$ cat src/include/pwm_ctrl_pkg.sv
package pwm_ctrl_pkg;

  // ****************************************
  // Register map
  // ****************************************
  localparam logic [3:0] addr_update_control = 4'h0;
  localparam logic [3:0] addr_deadtime_config = 4'h1;
  localparam logic [3:0] addr_trigger_compare = 4'h2;
  localparam logic [3:0] addr_duty_buffer = 4'h3;
  localparam logic [3:0] addr_period_buffer = 4'h4;
  localparam logic [3:0] addr_override = 4'h5;
  localparam logic [3:0] addr_status = 4'h6;
  localparam logic [3:0] addr_duty_active = 4'h7;
  localparam logic [3:0] addr_deadtime_stat = 4'h8;

  // ****************************************
  // Field positions and masks
  // ****************************************
  localparam int postscale_lsb = 8;
  localparam int iue_bit = 2;
  localparam int override_sync_sel_bit = 1;
  localparam int update_block_bit = 0;
  localparam logic [15:0] update_control_mask = 16'h0f07;
  localparam logic [15:0] trigger_compare_mask = 16'hffff;
  localparam int dtb_ps_lsb = 14;
  localparam int dtb_cnt_lsb = 8;
  localparam int dta_ps_lsb = 6;
  localparam int dta_cnt_lsb = 0;
  localparam logic [15:0] reg_reset = 16'h0000;
  localparam logic [31:0] unmapped_read = 32'h0000_0000;

  // ****************************************
  // Timing
  // ****************************************
  localparam int clk_mhz = 200;
  localparam int tcy_ns = 10;
  localparam int tcy_cycles = (tcy_ns * clk_mhz + 999) / 1000;

  typedef struct packed {
    logic [3:0] postscale;
    logic immediate_update_enable;
    logic override_sync_sel;
    logic update_block;
  } update_ctrl_type;

  typedef struct packed {
    logic [1:0] prescale;
    logic [5:0] count;
  } deadtime_unit_type;

  typedef enum logic [1:0] {
    dt_idle = 2'b00,
    dt_run = 2'b01,
    dt_done = 2'b11
  } dt_state_type;

endpackage : pwm_ctrl_pkg

$ cat src/design/deadtime_unit.sv
`timescale 1ns/10ps
`default_nettype none
module deadtime_unit
  import pwm_ctrl_pkg::*;
#(
  parameter int tcy_div = tcy_cycles
) (
  input wire logic clk,
  input wire logic nrst,
  input wire logic tcy_tick,
  input wire deadtime_unit_type cfg,
  input wire logic start,
  output logic busy
);

  logic [2:0] pre_cnt;
  logic [5:0] dt_cnt;
  dt_state_type state;
  wire logic [2:0] pre_max = 3'((1 << cfg.prescale) - 1);
  wire logic dt_tick = tcy_tick && (pre_cnt == pre_max);

  // ****************************************
  // Prescaled dead-time counter
  // ****************************************
  always_ff @(posedge clk) begin
    if (!nrst) begin
      state <= dt_idle;
      pre_cnt <= 3'h0;
      dt_cnt <= 6'h00;
    end else begin
      case (state)
        dt_idle: begin
          pre_cnt <= 3'h0;
          dt_cnt <= cfg.count;
          if (start && cfg.count != 6'h00) begin
            state <= dt_run;
          end
        end
        dt_run: begin
          if (tcy_tick) begin
            pre_cnt <= dt_tick ? 3'h0 : pre_cnt + 3'h1;
          end
          if (dt_tick) begin
            dt_cnt <= dt_cnt - 6'h01;
            if (dt_cnt == 6'h01) begin
              state <= dt_done;
            end
          end
        end
        default: begin
          state <= dt_idle;
        end
      endcase
    end
  end

  assign busy = (state == dt_run);

endmodule : deadtime_unit
`default_nettype wire

$ cat src/design/pwm_update_ctrl.sv
// Our own choices: the Avalon-MM register port and the register addresses.
`timescale 1ns/10ps
`default_nettype none
module pwm_update_ctrl
  import pwm_ctrl_pkg::*;
#(
  parameter int tcy_div = tcy_cycles
) (
  input wire logic clk,
  input wire logic nrst,
  input wire logic [3:0] avs_address,
  input wire logic avs_read,
  input wire logic avs_write,
  input wire logic [31:0] avs_writedata,
  input wire logic [3:0] avs_byteenable,
  output logic [31:0] avs_readdata,
  output logic avs_waitrequest,
  input wire logic [15:0] pwm_timebase_count,
  input wire logic timebase_period_match,
  input wire logic deadtime_a_start,
  input wire logic deadtime_b_start,
  output logic special_event_trigger,
  output logic [15:0] duty_active,
  output logic [15:0] period_active,
  output logic [15:0] override_pins,
  output logic deadtime_a_busy,
  output logic deadtime_b_busy
);

  update_ctrl_type pwm_update_control;
  deadtime_unit_type deadtime_a;
  deadtime_unit_type deadtime_b;
  logic [15:0] trigger_compare_value;
  logic [15:0] duty_buffer;
  logic [15:0] period_buffer;
  logic [15:0] override_control_reg;
  logic [3:0] post_cnt;
  logic [15:0] prev_timebase;
  logic [2:0] tcy_cnt;
  logic duty_pending;
  logic override_pending;
  logic read_done;

  // ****************************************
  // Bus decode
  // ****************************************
  function automatic logic [15:0] merge16(input logic [15:0] old,
      input logic [31:0] wd, input logic [3:0] be, input logic [15:0] msk);
    logic [15:0] val;
    val = old;
    if (be[0]) val[7:0] = wd[7:0];
    if (be[1]) val[15:8] = wd[15:8];
    merge16 = val & msk;
  endfunction : merge16

  wire logic wr_upd = avs_write && avs_address == addr_update_control;
  wire logic wr_dt = avs_write && avs_address == addr_deadtime_config;
  wire logic wr_cmp = avs_write && avs_address == addr_trigger_compare;
  wire logic wr_duty = avs_write && avs_address == addr_duty_buffer;
  wire logic wr_per = avs_write && avs_address == addr_period_buffer;
  wire logic wr_ovr = avs_write && avs_address == addr_override;

  wire logic [15:0] upd_word = {4'h0, pwm_update_control.postscale, 5'h00,
      pwm_update_control.immediate_update_enable,
      pwm_update_control.override_sync_sel,
      pwm_update_control.update_block};
  wire logic [15:0] dt_word = {deadtime_b, deadtime_a};
  wire logic [15:0] upd_new = merge16(upd_word, avs_writedata,
      avs_byteenable, update_control_mask);
  wire logic [15:0] dt_new = merge16(dt_word, avs_writedata,
      avs_byteenable, 16'hffff);
  wire logic [15:0] status_word = {12'h000, deadtime_b_busy,
      deadtime_a_busy, override_pending, duty_pending};

  logic [31:0] next_readdata;
  always_comb begin
    if (avs_address == addr_update_control) begin
      next_readdata = {16'h0000, upd_word};
    end else if (avs_address == addr_deadtime_config) begin
      next_readdata = {16'h0000, dt_word};
    end else if (avs_address == addr_trigger_compare) begin
      next_readdata = {16'h0000, trigger_compare_value};
    end else if (avs_address == addr_duty_buffer) begin
      next_readdata = {16'h0000, duty_buffer};
    end else if (avs_address == addr_period_buffer) begin
      next_readdata = {16'h0000, period_buffer};
    end else if (avs_address == addr_override) begin
      next_readdata = {16'h0000, override_control_reg};
    end else if (avs_address == addr_status) begin
      next_readdata = {16'h0000, status_word};
    end else if (avs_address == addr_duty_active) begin
      next_readdata = {16'h0000, duty_active};
    end else if (avs_address == addr_deadtime_stat) begin
      next_readdata = {16'h0000, period_active};
    end else begin
      next_readdata = unmapped_read;
    end
  end

  // Writes finish at once; reads take one wait cycle for registered data
  assign avs_waitrequest = avs_read && !read_done;

  always_ff @(posedge clk) begin
    if (!nrst) begin
      read_done <= 1'b0;
      avs_readdata <= 32'h0000_0000;
    end else begin
      read_done <= avs_read && !read_done;
      if (avs_read && !read_done) begin
        avs_readdata <= next_readdata;
      end
    end
  end

  // ****************************************
  // Control registers
  // ****************************************
  always_ff @(posedge clk) begin
    if (!nrst) begin
      pwm_update_control <= '0;
      deadtime_a <= '0;
      deadtime_b <= '0;
      trigger_compare_value <= reg_reset;
      duty_buffer <= reg_reset;
      period_buffer <= reg_reset;
      override_control_reg <= reg_reset;
    end else begin
      if (wr_upd) begin
        pwm_update_control <= {upd_new[postscale_lsb +: 4],
            upd_new[iue_bit], upd_new[override_sync_sel_bit], upd_new[update_block_bit]};
      end
      if (wr_dt) begin
        deadtime_b <= dt_new[15:8];
        deadtime_a <= dt_new[7:0];
      end
      if (wr_cmp) begin
        trigger_compare_value <= merge16(trigger_compare_value,
            avs_writedata, avs_byteenable, trigger_compare_mask);
      end
      if (wr_duty) begin
        duty_buffer <= merge16(duty_buffer, avs_writedata,
            avs_byteenable, 16'hffff);
      end
      if (wr_per) begin
        period_buffer <= merge16(period_buffer, avs_writedata,
            avs_byteenable, 16'hffff);
      end
      if (wr_ovr) begin
        override_control_reg <= merge16(override_control_reg,
            avs_writedata, avs_byteenable, 16'hffff);
      end
    end
  end

  // ****************************************
  // Instruction cycle tick
  // ****************************************
  wire logic tcy_tick = (tcy_cnt == 3'(tcy_div - 1));

  always_ff @(posedge clk) begin
    if (!nrst) begin
      tcy_cnt <= 3'h0;
    end else begin
      tcy_cnt <= tcy_tick ? 3'h0 : tcy_cnt + 3'h1;
    end
  end

  // ****************************************
  // Buffer transfers and override timing
  // ****************************************
  wire logic ub = pwm_update_control.update_block;
  wire logic duty_now = pwm_update_control.immediate_update_enable ?
      (duty_pending && !ub) :
      (duty_pending && !ub && timebase_period_match);
  wire logic ovr_now = pwm_update_control.override_sync_sel ?
      (override_pending && timebase_period_match) :
      (override_pending && tcy_tick);

  always_ff @(posedge clk) begin
    if (!nrst) begin
      duty_pending <= 1'b0;
      override_pending <= 1'b0;
      duty_active <= reg_reset;
      period_active <= reg_reset;
      override_pins <= reg_reset;
    end else begin
      // A new write wins over a transfer in the same cycle
      duty_pending <= wr_duty || (duty_pending && !duty_now);
      override_pending <= wr_ovr || (override_pending && !ovr_now);
      if (duty_now) begin
        duty_active <= duty_buffer;
      end
      if (timebase_period_match && !ub) begin
        period_active <= period_buffer;
      end
      if (ovr_now) begin
        override_pins <= override_control_reg;
      end
    end
  end

  // ****************************************
  // Special event trigger
  // ****************************************
  // Count change detection keeps one event per match, even if time base stalls
  wire logic raw_trigger = (pwm_timebase_count != prev_timebase) &&
      (pwm_timebase_count[14:0] == trigger_compare_value[14:0]) &&
      (pwm_timebase_count[15] == trigger_compare_value[15]);
  wire logic post_hit = (post_cnt >= pwm_update_control.postscale);

  always_ff @(posedge clk) begin
    if (!nrst) begin
      prev_timebase <= reg_reset;
      post_cnt <= 4'h0;
      special_event_trigger <= 1'b0;
    end else begin
      prev_timebase <= pwm_timebase_count;
      special_event_trigger <= raw_trigger && post_hit;
      if (raw_trigger) begin
        post_cnt <= post_hit ? 4'h0 : post_cnt + 4'h1;
      end
    end
  end

  // ****************************************
  // Dead-time units
  // ****************************************
  deadtime_unit #(.tcy_div(tcy_div)) unit_a (
    .clk(clk),
    .nrst(nrst),
    .tcy_tick(tcy_tick),
    .cfg(deadtime_a),
    .start(deadtime_a_start),
    .busy(deadtime_a_busy)
  );

  deadtime_unit #(.tcy_div(tcy_div)) unit_b (
    .clk(clk),
    .nrst(nrst),
    .tcy_tick(tcy_tick),
    .cfg(deadtime_b),
    .start(deadtime_b_start),
    .busy(deadtime_b_busy)
  );

endmodule : pwm_update_ctrl
`default_nettype wire

$ cat config.mk
export PLATFORM = sky130hd
export DESIGN_NAME = pwm_update_ctrl
export DESIGN_NICKNAME = d
export VERILOG_FILES = /design/src/include/pwm_ctrl_pkg.sv /design/src/design/deadtime_unit.sv /design/src/design/pwm_update_ctrl.sv
export SDC_FILE = /design/constraint.sdc
export NUM_CORES = 1
export LEC_CHECK = 0
export ABC_AREA = 1
export BUFFER_PORTS_ARGS = -buffer_cell sky130_fd_sc_hd__buf_2
export CAP_MARGIN = 25
export CORE_MARGIN = 8
export CORE_UTILIZATION = 57
export DETAILED_ROUTE_END_ITERATION = 12
export PLACE_DENSITY = 0.83
export SYNTH_ARGS = -nofsm -noshare
export SYNTH_HDL_FRONTEND = slang
export SYNTH_SLANG_ARGS = --single-unit
$ cat constraint.sdc
create_clock -name clk -period 2.1 [get_ports clk]
set_input_delay 0.105 -clock clk [delete_from_list [all_inputs] [get_ports clk]]
set_output_delay 0.105 -clock clk [all_outputs]
set_load 0.02 [all_outputs]
# Word level (Yosys, flattened, before mapping)
# Index checks and enable logic that the tools add are counted.
[word_totals]
input_bits = 63
reg_bits = 216
out_inout_bits = 84
latch_bits = 0
rom_bits = 0
memories = 0
elab_cells = 154
ram_bits = 0
[classes]
magnitude_cmp = 1
n_reduce_logical = 53
n_div = 0
muxes = 30
addsub = 8
n_mul = 0
n_eq_ne = 26
n_shift = 2
n_bitwise = 1
[ops]
columns = ["operator", "count"]
rows = [
  ["16-bit 2-to-1 mux", 8],
  ["32-bit 2-to-1 mux", 1],
  ["2-bit AND reduction", 16],
  ["6-bit one-hot mux with 2 select lines", 2],
  ["1-bit logical AND", 21],
  ["4-bit by 3-bit == test with 1-bit output (second input constant)", 4],
  ["16-bit != test", 1],
  ["2-bit by 1-bit != test with 1-bit output (second input constant)", 8],
  ["15-bit == test", 1],
  ["6-bit by 1-bit == test with 1-bit output (second input constant)", 2],
  ["2-bit 2-to-1 mux", 6],
  ["3-bit 2-to-1 mux", 4],
  ["6-bit 2-to-1 mux", 2],
  ["3-bit one-hot mux with 2 select lines", 2],
  ["6-bit nonzero test", 2],
  ["6-bit by 1-bit subtractor with 6-bit output (second input constant)", 2],
  ["3-bit by 1-bit adder with 3-bit output (second input constant)", 3],
  ["4-bit by 2-bit == test with 1-bit output (second input constant)", 2],
  ["2-bit one-hot mux with 2 select lines", 2],
  ["3-bit == test", 2],
  ["3-bit AND reduction", 2],
  ["1-bit by 2-bit left shift with 3-bit output (first input constant)", 2],
  ["3-bit by 2-bit subtractor with 3-bit output (second input constant)", 2],
  ["4-bit by 1-bit adder with 4-bit output (second input constant)", 1],
  ["15 further kinds", 23],
]

# Logic depth before layout (Yosys ltp)
# Gate-level depths: netlist of run 1.
[logic_depth]
word_depth = 10
ltp_mapped = 11
ltp_nobuf = 11

# Modules after synthesis
# A second synthesis of run 1 with hierarchy kept.
[hier_totals]
hier_cells = 1398
hier_area_um2 = 9666.8
[modules_own_cells]
columns = ["module", "cells_per_inst", "instances", "area_each_um2", "seq_area_each_um2"]
rows = [
  ["pwm_update_ctrl", 1142, 1, 7972.6, 3563.4],
  ["deadtime_unit", 128, 2, 847.1, 220.2],
]

# Least setup slack after synthesis of run 1
# Ideal clock, no wire load.
[synth_path]
path_kind = "reg-to-reg"
start = "reg tcy_cnt[0]"
end = "reg unit_b.dt_cnt[2]"
path_buffers = 0
path_stages_with_launch = 9
arrival_ns = 1.386
t_required_ns = 1.978
synth_period_minus_slack_ns = 1.507
setup_ns = 0.122
path_slack_ns = 0.593
path_cell_list = "dfxtp_1 -> ha_1 -> inv_1 -> nor2_1 -> inv_1 -> a21oi_1 -> nand2_2 -> o21ai_0 -> a21oi_1"
[synth_between]
elab_chain_len = 4
[synth_rtl]
columns = ["item", "line", "source"]
rows = [
  ["from (decl)", "pwm_update_ctrl.sv:39", "logic [2:0] tcy_cnt;"],
  ["from (signal assigned)", "pwm_update_ctrl.sv:164", "tcy_cnt <= tcy_tick ? 3'h0 : tcy_cnt + 3'h1;"],
  ["3-bit by 1-bit == test with 1-bit output", "pwm_update_ctrl.sv:158", "wire logic tcy_tick = (tcy_cnt == 3'(tcy_div - 1));"],
  ["1-bit logical AND", "deadtime_unit.sv:20", "wire logic dt_tick = tcy_tick && (pre_cnt == pre_max);"],
  ["2-bit by 1-bit != test with 1-bit output (no source line)", "-", ""],
  ["2-bit AND reduction (no source line)", "-", ""],
  ["to (signal assigned)", "deadtime_unit.sv:34", "dt_cnt <= cfg.count;"],
  ["to (signal assigned)", "deadtime_unit.sv:44", "dt_cnt <= dt_cnt - 6'h01;"],
  ["to (decl)", "deadtime_unit.sv:17", "logic [5:0] dt_cnt;"],
]
# Every way passes these cells.
# A chain may end at the register's enable or synchronous reset.

# Worst setup path in the final report of run 1
[layout_path]
start = "reg tcy_cnt[0]"
end = "reg unit_b.dt_cnt[1]"
# Same word-level chain as after synthesis.

==> out/qor.yml, run 1 <==
worst_setup_path:
  path_max_fanout: 10
  crit_type: "reg -> reg"
  cp_num_buf_inv: 2
  critPathTopFamily: "compound AO/OA/AOI/OAI gates"
  worstPathCellList: "ha_1 > inv_1 > nor2_1 > inv_1 > a21oi_1 > nand2_2 > o21ai_0 > a21oi_1"
  max_stage_delay_ns: 0.36
  startpoint_type: "flop"
  slowest_stage: "dfxtp_1"
  cp_data_required_time_ns: 2.44
  cp.arrival_ns: 2.21
  cp-end-kind: "flop"
yosys:
  synth_ff_type: "dfxtp_1"
  synth_area_sq_um: 9296
  synth_edf_count: 0
  synthCells: 1313
  syn_avg_cell_area_sq_um: 7.080
  yosysSeqAreaShare_pct: 43.07
  synth_top_cell_by_area: "dfxtp_1"
  synthTopCellsByArea: "dfxtp_1, o21ai_0, a21oi_1"
  ys_types: 36
  synth_warnings: 0
  ys_ff_latch: 200
  async_flop_share_pct: 0
  synth_top_area_share_pct: 43.07
cells_and_area:
  fin_util_pct: 67.52
  syn2layout_area_growth_pct: 15.79
  multiInputGateArea_sq_um: 4353
  drive_gt1_share_pct: 14.85
  n_fill_cell: 1349
  nets: 1504
  final_cells: 1658
  register_area_sq_um: 4004
floorplanning:
  die_y_microns: 143.7
  die_w_microns: 143.7
  start_util_pct: 58.31
  die-area_sq_um: 20650
  rows: 46
  core_area_sq_um: 15940
  io_pins: 147
routing:
  post_drt_wl_per_cell_microns: 16.64
  drc: 0
  postRouteAntennaNets: 0
  drt_first_pass_iters: 6
  drt_iter0_drc: 1119
  drt-vias-per-instance: 5.517
  wl_microns: 27590
  dr_total_vias: 9147
global_route:
  grtUsageTotal_pct: 26.75
  use_met3_pct: 6.271
  antenna_found_initial: 1
  grt_max_degree: 86
  grt_overflow: 0
  grt_pass1_vias: 8414
  grt-busiest-layer: "met2"
  grt_pass1_wl_microns: 42850
  grtUsageMet1_pct: 34.07
  use_met2_pct: 41.66
timing:
  setup_viol: 0
  report.final.slew_viol_count: 0
  fin_skew_ns: 0.008131
  fin_ws_ns: 0.2285
  rsz0062_at_grt: "no"
  finalWorstPathRequiredPeriod_ns: 1.871
  fin_crit_sh_pct: 89.12
  fin_tns_setup_ns: 0
  fmax_ghz: 0.5343
  hold_viol_final: 0
placed_design:
  dp.cells: 1606
  pre_cts_slack_ns: 0.2571
  portBuffers: 112
  hpwl_microns: 19480
  finalWeightedCongestion: 0.9232
min_path:
  hold_path.class: "in -> reg"
cts:
  cts.repair.resized: 0
  numCtsBuffers: 17
  cts_buffer_depth: 2
  cts_sinks: 200
  clk-insertion-delay-late_ns: 0.45
  cts_hold_buf: 19
  path_clk_slew_ns: 0.07
  htree_levels: 4
  root_buffer: "clkbuf_16"
  cts_tree: "built"
  postCtsSetupBuffers: 0
power_and_ir_drop:
  ir_drop_v: 0.0005995
  leakagePower_nw: 4.701
  total_power_mw: 8.065
  p_per_area_nw_per_um2: 749.2
flow_run:
  max_cap_viol_count: 0
status:
  status: "completed"
## metrics by stage
| step | hold slack (ns) | cell area (sq um) |
|---|---|---|
| final | 0.02234 | 10760 |
| after floorplan | 0.1985 | 9353 |
| after detailed placement | 0.3502 | 9995 |
| after global placement | 0.3440 | 9995 |
| after global routing | 0.009521 | 10760 |
| after CTS | 0.0001602 | 10760 |
## where the power goes
part,total [mW],internal [mW],switching [mW]
logic,0.866,0.281,0.586
registers,3.96,3.89,0.0703
clock network,3.24,1.70,1.54
total,8.06,5.87,2.20
## per-layer routing
layer	vias to the layer above	wire length, microns	share of wire (%)
li1	4459	-	-
met1	4124	11330	41
met2	487	12240	44
met3	75	2896	10
met4	2	1116	4.0
met5	-	11	0.040
## area by class of cell
| type | count | area share (%) |
|---|---|---|
| tap | 216 | 2.511 |
| timing repair buffer | 146 | 8.392 |
| sequential | 200 | 37.20 |
| inverter | 174 | 6.079 |
| clock inverter | 14 | 1.279 |
| antenna | 1 | 0.02325 |
| clock buffer | 18 | 4.080 |
| multi-input combinational | 889 | 40.44 |
## cells in the mapped netlist, drive strengths merged (13+ instances only)
cell    count
ha         13
clkbuf     30
inv       172
xnor2      15
dfxtp     200
nand3      59
o21ai     189
buf        35
a21oi     162
nor2      178
nand4      16
nand2     202
## worst paths after layout
check / startpoint / end / slack [ns] / cells after the start
worst max register to register: tcy_cnt[0]$_SDFF_PP0_ / unit_b.dt_cnt[1]$_SDFFE_PN0P_ / 0.23 / 8
worst min register to register: override_pins[1]$_SDFFE_PN0P_ / override_pins[1]$_SDFFE_PN0P_ / 0.44 / 2
worst max-delay path: tcy_cnt[0]$_SDFF_PP0_ / unit_b.dt_cnt[1]$_SDFFE_PN0P_ / 0.23 / 8
worst min-delay path: avs_writedata[3] / override_control_reg[3]$_SDFFE_PN0P_ / 0.02 / 3
## cells in the final DEF, fill, tap and decap left out, types with 4 or more instances in the layout
cell	n
dlygate4sd3_1	19
conb_1	16
nand3b_1	4
nand2_2	10
xnor2_1	15
nand3_2	6
nand3_1	53
nor3_1	7
buf_2	111
nand4_1	16
nor2_4	9
o21ai_0	167
inv_6	5
dfxtp_1	200
or2_2	6
ha_1	13
xor2_1	7
nand2_1	192
buf_4	13
inv_1	155
nor2_1	165
a21oi_1	162
clkbuf_16	17
o21ai_1	22
inv_2	17
## kinds of logic (layout without fill, tap and decap cells)
kind of cell / after synthesis / count (layout) / synth area share, %
simple gates: 476 / 476 / 22.62
compound gates: 362 / 362 / 19.73
buf+inv: 239 / 352 / 10.71
flops: 200 / 200 / 43.07
xor+xnor: 22 / 22 / 2.073
fa+ha+maj: 13 / 13 / 1.750
other cells: 1 / 17 / 0.04034
## worst min-delay path: cells and delay by family
kind | cells | cell delay [ns]
buffers and inverters | 1 | 0.17
and+or+nand+nor | 2 | 0.16
Note: power is estimated with default switching activity, not from simulation.
==> inputs of run 2 (changes only) <==
- CORE_MARGIN: 8 -> not set
- REMOVE_ABC_BUFFERS: not set -> 1
==> run 2 against run 1 <==
Net effect:
- clock skew rose by 0.0014 ns
- register-to-register slack got worse by 0.03 ns
- sequential power barely moved
- fmax fell by 1.5%
- critical path depth fell by 4
- sequential share of layout area fell by 0.082 points
- non-clock buffer count rose by 7
- final cell count rose by 0.30%
- first-iteration DRC count fell by 33%
- via count rose by 0.20%
- highest routed layer unchanged
- hold slack got worse by 0.0044 ns
==> out/qor.yml, run 2 (synthesis gave the netlist of run 1 again) <==
power_and_ir_drop:
  ir_drop_v: 0.0006497  # was 0.0005995 V
  p_per_area_nw_per_um2: 735.9  # was 749.2 nW/um^2
  combPwrFrac_pct: 10.9  # was 10.7%
  p_sw_share_pct: 26.41  # was 27.23%
  total_power_mw: 7.939  # was 8.065 mW
  leakagePower_nw: 4.709  # was 4.701 nW
  power.share.clock_pct: 39.3  # was 40.2%
  power_switching_mw: 2.097  # was 2.196 mW
  sequentialPowerShare_pct: 49.9  # was 49.1%
  intPower_mw: 5.843  # was 5.869 mW
placed_design:
  finalWeightedCongestion: 0.8917  # was 0.9232
  pre_cts_slack_ns: 0.2037  # was 0.2571 ns
  hpwl_microns: 18200  # was 19,480 microns
  post_dp_cell_area_sq_um: 9997  # was 9995 sq um
  portBuffers: 112  # unchanged
cts:
  cts_sinks: 200  # unchanged
  clk-insertion-delay-late_ns: 0.44  # was 0.45 ns
  postCtsSetupBuffers: 0  # unchanged
  cts_tree: "built"  # unchanged
  path_clk_slew_ns: 0.07  # about the same
  root_buffer: "clkbuf_16"  # unchanged
  numCtsBuffers: 17  # unchanged
  cts_buffer_depth: 2  # unchanged
  htree_levels: 4  # unchanged
timing:
  setup_viol: 0  # unchanged
  fin_tns_setup_ns: 0  # unchanged
  report.final.slew_viol_count: 0  # unchanged
  rsz0062_at_grt: "no"  # unchanged
  fin_hold_ws_ns: 0.01793  # was 0.02234 ns
  fin_skew_ns: 0.009514  # was 0.008131 ns
  fin_crit_sh_pct: 90.49  # was 89.12%
  fmax_ghz: 0.5263  # was 0.5343 GHz
  fin_ws_ns: 0.1998  # was 0.2285 ns
  finalWorstPathRequiredPeriod_ns: 1.900  # was 1.871 ns
  slew-limit-headroom_pct: 45.39
  hold_viol_final: 0  # unchanged
  tightest_slew_ns: 0.8156
floorplanning:
  die-area_sq_um: 16820  # was 20,650 sq um
  core_area_sq_um: 15890  # was 15,940 sq um
  die_w_microns: 129.7  # was 143.7 microns
  start_util_pct: 58.52  # was 58.31%
  rows: 46  # unchanged
  die_y_microns: 129.7  # was 143.7 microns
  io_pins: 147  # unchanged
cells_and_area:
  drive_gt1_share_pct: 14.72  # was 14.85%
  final_common_cell: "dfxtp_1"  # unchanged
  mostFrequentLayoutCells: "dfxtp_1, nand2_1, o21ai_0"  # unchanged
  fin_area_sq_um: 10790  # was 10,760 sq um
  syn2layout_area_growth_pct: 16.04  # was 15.79%
  n_fill_cell: 1360  # was 1,349
  antenna_cells: 0  # was 1
  nets: 1511  # was 1,504
global_route:
  grtUsageTotal_pct: 30.82  # was 26.75%
  grt_pass1_vias: 8026  # was 8,414
  grt_pass1_wl_microns: 39710  # was 42,850 microns
  antenna_found_initial: 1  # unchanged
  grt_max_degree: 65  # was 86
  grt_overflow: 0  # unchanged
worst_setup_path:
  startpoint_type: "flop"  # unchanged
  critPathTopFamily: "compound AO/OA/AOI/OAI gates"  # unchanged
  path_max_fanout: 12  # was 10
  reg2reg_slack_ns: 0.20  # was 0.23 ns
  slowest_stage: "o211ai_1"  # was dfxtp_1
  worstPathCellList: "o211ai_1 > inv_1 > nor2_1 > nor2_1"  # was ha_1 > inv_1 > nor2_1 > inv_1 > a21oi_1 > nand2_2 > o21ai_0 > a21oi_1
  cp.arrival_ns: 2.22  # was 2.21 ns
  cp-end-kind: "flop"  # unchanged
  crit_type: "reg -> reg"  # unchanged
  max_stage_delay_ns: 0.67  # was 0.36 ns
  cp_common_cell: "nor2_1"
  cp_num_buf_inv: 1  # was 2
  cp_data_required_time_ns: 2.42  # was 2.44 ns
routing:
  drc: 0  # unchanged
  drt_iter0_drc: 749  # was 1,119
  dr_total_vias: 9165  # was 9,147
  wl_microns: 25620  # was 27,590 microns
  postRouteAntennaNets: 0  # unchanged
  post_drt_wl_per_cell_microns: 15.40  # was 16.64 microns
  drt-vias-per-instance: 5.511  # was 5.517
  drt_first_pass_iters: 8  # was 6
status:
  status: "completed"  # unchanged
min_path:
  hold_path.class: "in -> reg"  # unchanged
flow_run:
  max_cap_viol_count: 0  # unchanged
run 2: cell types whose count changed in the layout (fill, tap and decap cells not counted), sizes merged:
cell / delta
buf: +2
inv: -6
clkinv: +2
clkbuf: +3
dlygate4sd3: +5
diode: -1
run 2: final timing paths:
check,cells past startpoint,start,to
max,4,pwm_update_control[2]$_SDFFE_PN0P_,duty_active[2]$_SDFFE_PN0P_
min,3,avs_writedata[0],duty_buffer[0]$_SDFFE_PN0P_
max reg2reg,4,pwm_update_control[2]$_SDFFE_PN0P_,duty_active[2]$_SDFFE_PN0P_
min reg2reg,2,override_pins[7]$_SDFFE_PN0P_,override_pins[7]$_SDFFE_PN0P_
run 2: stage by stage:
step	cells	util, %
after global placement	1608	62.93
after floorplan	1263	-
final	1663	67.91
after global routing	1663	67.91
after detailed placement	1608	62.93
after CTS	1663	67.90
run 2: final cells by class:
cell class,count,area (sq um),share of cell area [%]
timing repair buffer,153,955.9,8.861
sequential,200,4004,37.11
tap,216,270.3,2.505
multi-input combinational,889,4355,40.37
clock inverter,10,97.59,0.9047
clock buffer,21,450.4,4.175
inverter,174,654.4,6.066
run 2: power groups by stage:
stage | Combinational, mW | Sequential [mW] | Clock, mW
after CTS | 0.846 | 3.96 | 3.13
final | 0.862 | 3.96 | 3.12
after global placement | 0.785 | 4.04 | 0
after global routing | 0.949 | 3.97 | 3.28
after detailed placement | 0.804 | 4.04 | 0
after floorplan | 0.445 | 4.07 | 0
run 2: layer usage:
| metal | wire, microns | up-vias | global-route usage, % |
|---|---|---|---|
| met5 | 18 | - | 0 |
| met4 | 915 | 2 | 14.64 |
| met2 | 11650 | 445 | 49.04 |
| met1 | 10470 | 4162 | 38.62 |
| met3 | 2564 | 88 | 8.733 |
| li1 | - | 4468 | - |
run 2: worst min-delay path, delay by kind of cell:
| kind | cells | cell delay [ns] |
|---|---|---|
| buffers and inverters | 1 | 0.15 |
| and+or+nand+nor | 2 | 0.16 |
run 2: repair_timing:
action	in CTS	in global routing
endpoints found under the hold margin	26	0
hold buffers	24	0
setup endpoints to repair	0	7
gates resized for setup	0	1
==> inputs of run 3 (changes only) <==
- CORE_UTILIZATION: 57 -> 40
- PLACE_DENSITY: 0.83 -> 0.63
==> run 3 against run 2 <==
Net effect:
- hold slack lost 0.0041 ns
- utilization is 20 points lower
- non-clock buffer count is 2 lower
- first-iteration DRC count fell by 14%
- clock-buffer cell count unchanged
- flip-flop and latch count unchanged
- critical endpoint is now unit_b.dt_cnt[2]$_SDFFE_PN0P_
==> out/qor.yml, run 3 (synthesis gave the netlist of run 1 again) <==
worst_setup_path:
  crit_type: "reg -> reg"  # unchanged
  startpoint_type: "flop"  # unchanged
  endpoint: "unit_b.dt_cnt[2]$_SDFFE_PN0P_"  # was duty_active[2]$_SDFFE_PN0P_
  worstPathCellList: "ha_1 > inv_1 > nor2_2 > o21ai_0 > a21oi_1 > nand3_1 > nand2_1 > nand2_2 > o21ai_0 > a21oi_1"  # was o211ai_1 > inv_1 > nor2_1 > nor2_1
  worstSetupPathDepth: 10  # was 4
  critPathTopFamily: "simple AND/OR/NAND/NOR gates"  # was compound AO/OA/AOI/OAI gates
  reg2reg_slack_ns: 0.34  # was 0.20 ns
  cp.arrival_ns: 2.09  # was 2.22 ns
  path_max_fanout: 10  # was 12
  r2r-end: "unit_b.dt_cnt[2]$_SDFFE_PN0P_"  # was duty_active[2]$_SDFFE_PN0P_
  max_stage_delay_ns: 0.36  # was 0.67 ns
  cp_data_required_time_ns: 2.43  # was 2.42 ns
  cp_num_buf_inv: 1  # unchanged
  startpoint: "tcy_cnt[0]$_SDFF_PP0_"  # was pwm_update_control[2]$_SDFFE_PN0P_
  reg2reg_depth: 10  # was 4
  reg2reg_from: "tcy_cnt[0]$_SDFF_PP0_"  # was pwm_update_control[2]$_SDFFE_PN0P_
  slowest_stage: "dfxtp_1"  # was o211ai_1
  cp-end-kind: "flop"  # unchanged
timing:
  fin_tns_setup_ns: 0  # unchanged
  finalWorstPathRequiredPeriod_ns: 1.760  # was 1.900 ns
  tightest_slew_ns: 0.5244  # was 0.8156 ns
  fmax_ghz: 0.5681  # was 0.5263 GHz
  report.final.slew_viol_count: 0  # unchanged
  fin_hold_ws_ns: 0.01381  # was 0.01793 ns
  fin_crit_sh_pct: 83.82  # was 90.49%
  rsz0062_at_grt: "no"  # unchanged
  setup_viol: 0  # unchanged
  slew-limit-headroom_pct: 65.04  # was 45.39%
  fin_ws_ns: 0.3398  # was 0.1998 ns
  hold_viol_final: 0  # unchanged
  fin_skew_ns: 0.01313  # was 0.009514 ns
floorplanning:
  io_pins: 147  # unchanged
  die_w_microns: 154.5  # was 129.7 microns
  core_area_sq_um: 22710  # was 15,890 sq um
  die-area_sq_um: 23850  # was 16,820 sq um
  die_y_microns: 154.5  # was 129.7 microns
  start_util_pct: 40.94  # was 58.52%
  rows: 55  # was 46
placed_design:
  post_dp_cell_area_sq_um: 10070  # was 9997 sq um
  finalWeightedCongestion: 0.8651  # was 0.8917
  portBuffers: 112  # unchanged
  hpwl_microns: 19270  # was 18,200 microns
  pre_cts_slack_ns: 0.1980  # was 0.2037 ns
cells_and_area:
  drive_gt1_share_pct: 14.94  # was 14.72%
  n_fill_cell: 2316  # was 1,360
  mostFrequentLayoutCells: "dfxtp_1, nand2_1, o21ai_0"  # unchanged
  syn2layout_area_growth_pct: 17.39  # was 16.04%
  antenna_cells: 0  # unchanged
  final_common_cell: "dfxtp_1"  # unchanged
  fin_area_sq_um: 10910  # was 10,790 sq um
  nets: 1509  # was 1,511
power_and_ir_drop:
  p_per_area_nw_per_um2: 760.7  # was 735.9 nW/um^2
  leakagePower_nw: 4.742  # was 4.709 nW
  ir_drop_v: 0.0005288  # was 0.0006497 V
global_route:
  grt_overflow: 0  # unchanged
  use_met3_pct: 3.951  # was 8.733%
  grt_pass1_vias: 8131  # was 8,026
  grt_pass1_wl_microns: 43120  # was 39,710 microns
  grtUsageTotal_pct: 23.13  # was 30.82%
  use_met2_pct: 37.13  # was 49.04%
  grt-busiest-layer: "met2"  # unchanged
  grtUsageMet1_pct: 31.71  # was 38.62%
  grt_max_degree: 136  # was 65
  antenna_found_initial: 0  # was 1
cts:
  cts_tree: "built"  # unchanged
  path_clk_slew_ns: 0.08  # was 0.07 ns
  root_buffer: "clkbuf_16"  # unchanged
  numCtsBuffers: 17  # unchanged
  postCtsSetupBuffers: 0  # unchanged
  cts_buffer_depth: 2  # unchanged
  cts_sinks: 200  # unchanged
  clk-insertion-delay-late_ns: 0.44  # about the same
  htree_levels: 4  # unchanged
flow_run:
  max_cap_viol_count: 0  # unchanged
status:
  status: "completed"  # unchanged
routing:
  drt_iter0_drc: 642  # was 749
  drt-vias-per-instance: 5.050  # was 5.511
  dr_total_vias: 8741  # was 9,165
  post_drt_wl_per_cell_microns: 15.51  # was 15.40 microns
  postRouteAntennaNets: 0  # unchanged
  drc: 0  # unchanged
  drt_first_pass_iters: 5  # was 8
  wl_microns: 26840  # was 25,620 microns
min_path:
  hold_path.class: "in -> reg"  # unchanged
  hp-start: "avs_writedata[11]"  # was avs_writedata[0]
run 3: changes by cell type in the layout (fill, tap and decap cells not counted), sizes merged:
cell,change
bufinv,+2
inv,+5
clkinv,-3
clkinvlp,-3
dlygate4sd3,-2
run 3: final cells by class:
type,instances,area (sq um),area share [%]
multi-input combinational,889,4358,39.93
sequential,200,4004,36.69
timing repair buffer,151,923.4,8.461
inverter,174,654.4,5.996
clock buffer,21,460.4,4.219
tap,285,356.6,3.268
clock inverter,11,156.4,1.433
run 3: power breakdown:
part / total, mW / internal [mW] / switching [mW]
combinational: 0.852 / 0.281 / 0.571
sequential: 3.96 / 3.89 / 0.0694
clock: 3.49 / 1.97 / 1.53
run 3: per-stage QoR:
stage | utilization, % | power [mW] | cells
2_1_floorplan | - | 4.514 | 1263
3_3_place_gp | 44.36 | 4.847 | 1677
3_5_place_dp | 44.36 | 4.860 | 1677
4_1_cts | 48.04 | 8.341 | 1731
5_1_grt | 48.06 | 8.626 | 1731
6_report | 48.06 | 8.302 | 1731
run 3: worst min path at each step:
stage	endpoint	slack, ns	depth (start not counted)
finish	override_control_reg[11]$_SDFFE_PN0P_	0.01	3
global route	override_control_reg[14]$_SDFFE_PN0P_	0.01	3
CTS	override_control_reg[14]$_SDFFE_PN0P_	0.0006	3
detailed placement	prev_timebase[5]$_SDFF_PN0_	0.33	3
global placement	prev_timebase[5]$_SDFF_PN0_	0.33	3
floorplan	prev_timebase[0]$_SDFF_PN0_	0.20	2
run 3: tightest hold or removal path, cell delays in order:
cell    delay [ns]
buf_2         0.15
nor2_1        0.11
nor2_1        0.05
run 3: metal layers:
metal  wire, microns  part of all wire, %  vias up
met3            1505                  5.6       38
met2           12150                   45      248
met1           12640                   47     3998
li1                -                    -     4457
met4             551                  2.1        0
met5               0                    0        -
run 3: repair_timing:
| action | CTS | global route |
|---|---|---|
| hold buffers | 22 | 0 |
| gates resized for setup | 0 | 1 |
| endpoints found under the hold margin | 24 | 0 |
| endpoints found under the setup margin | 0 | 7 |
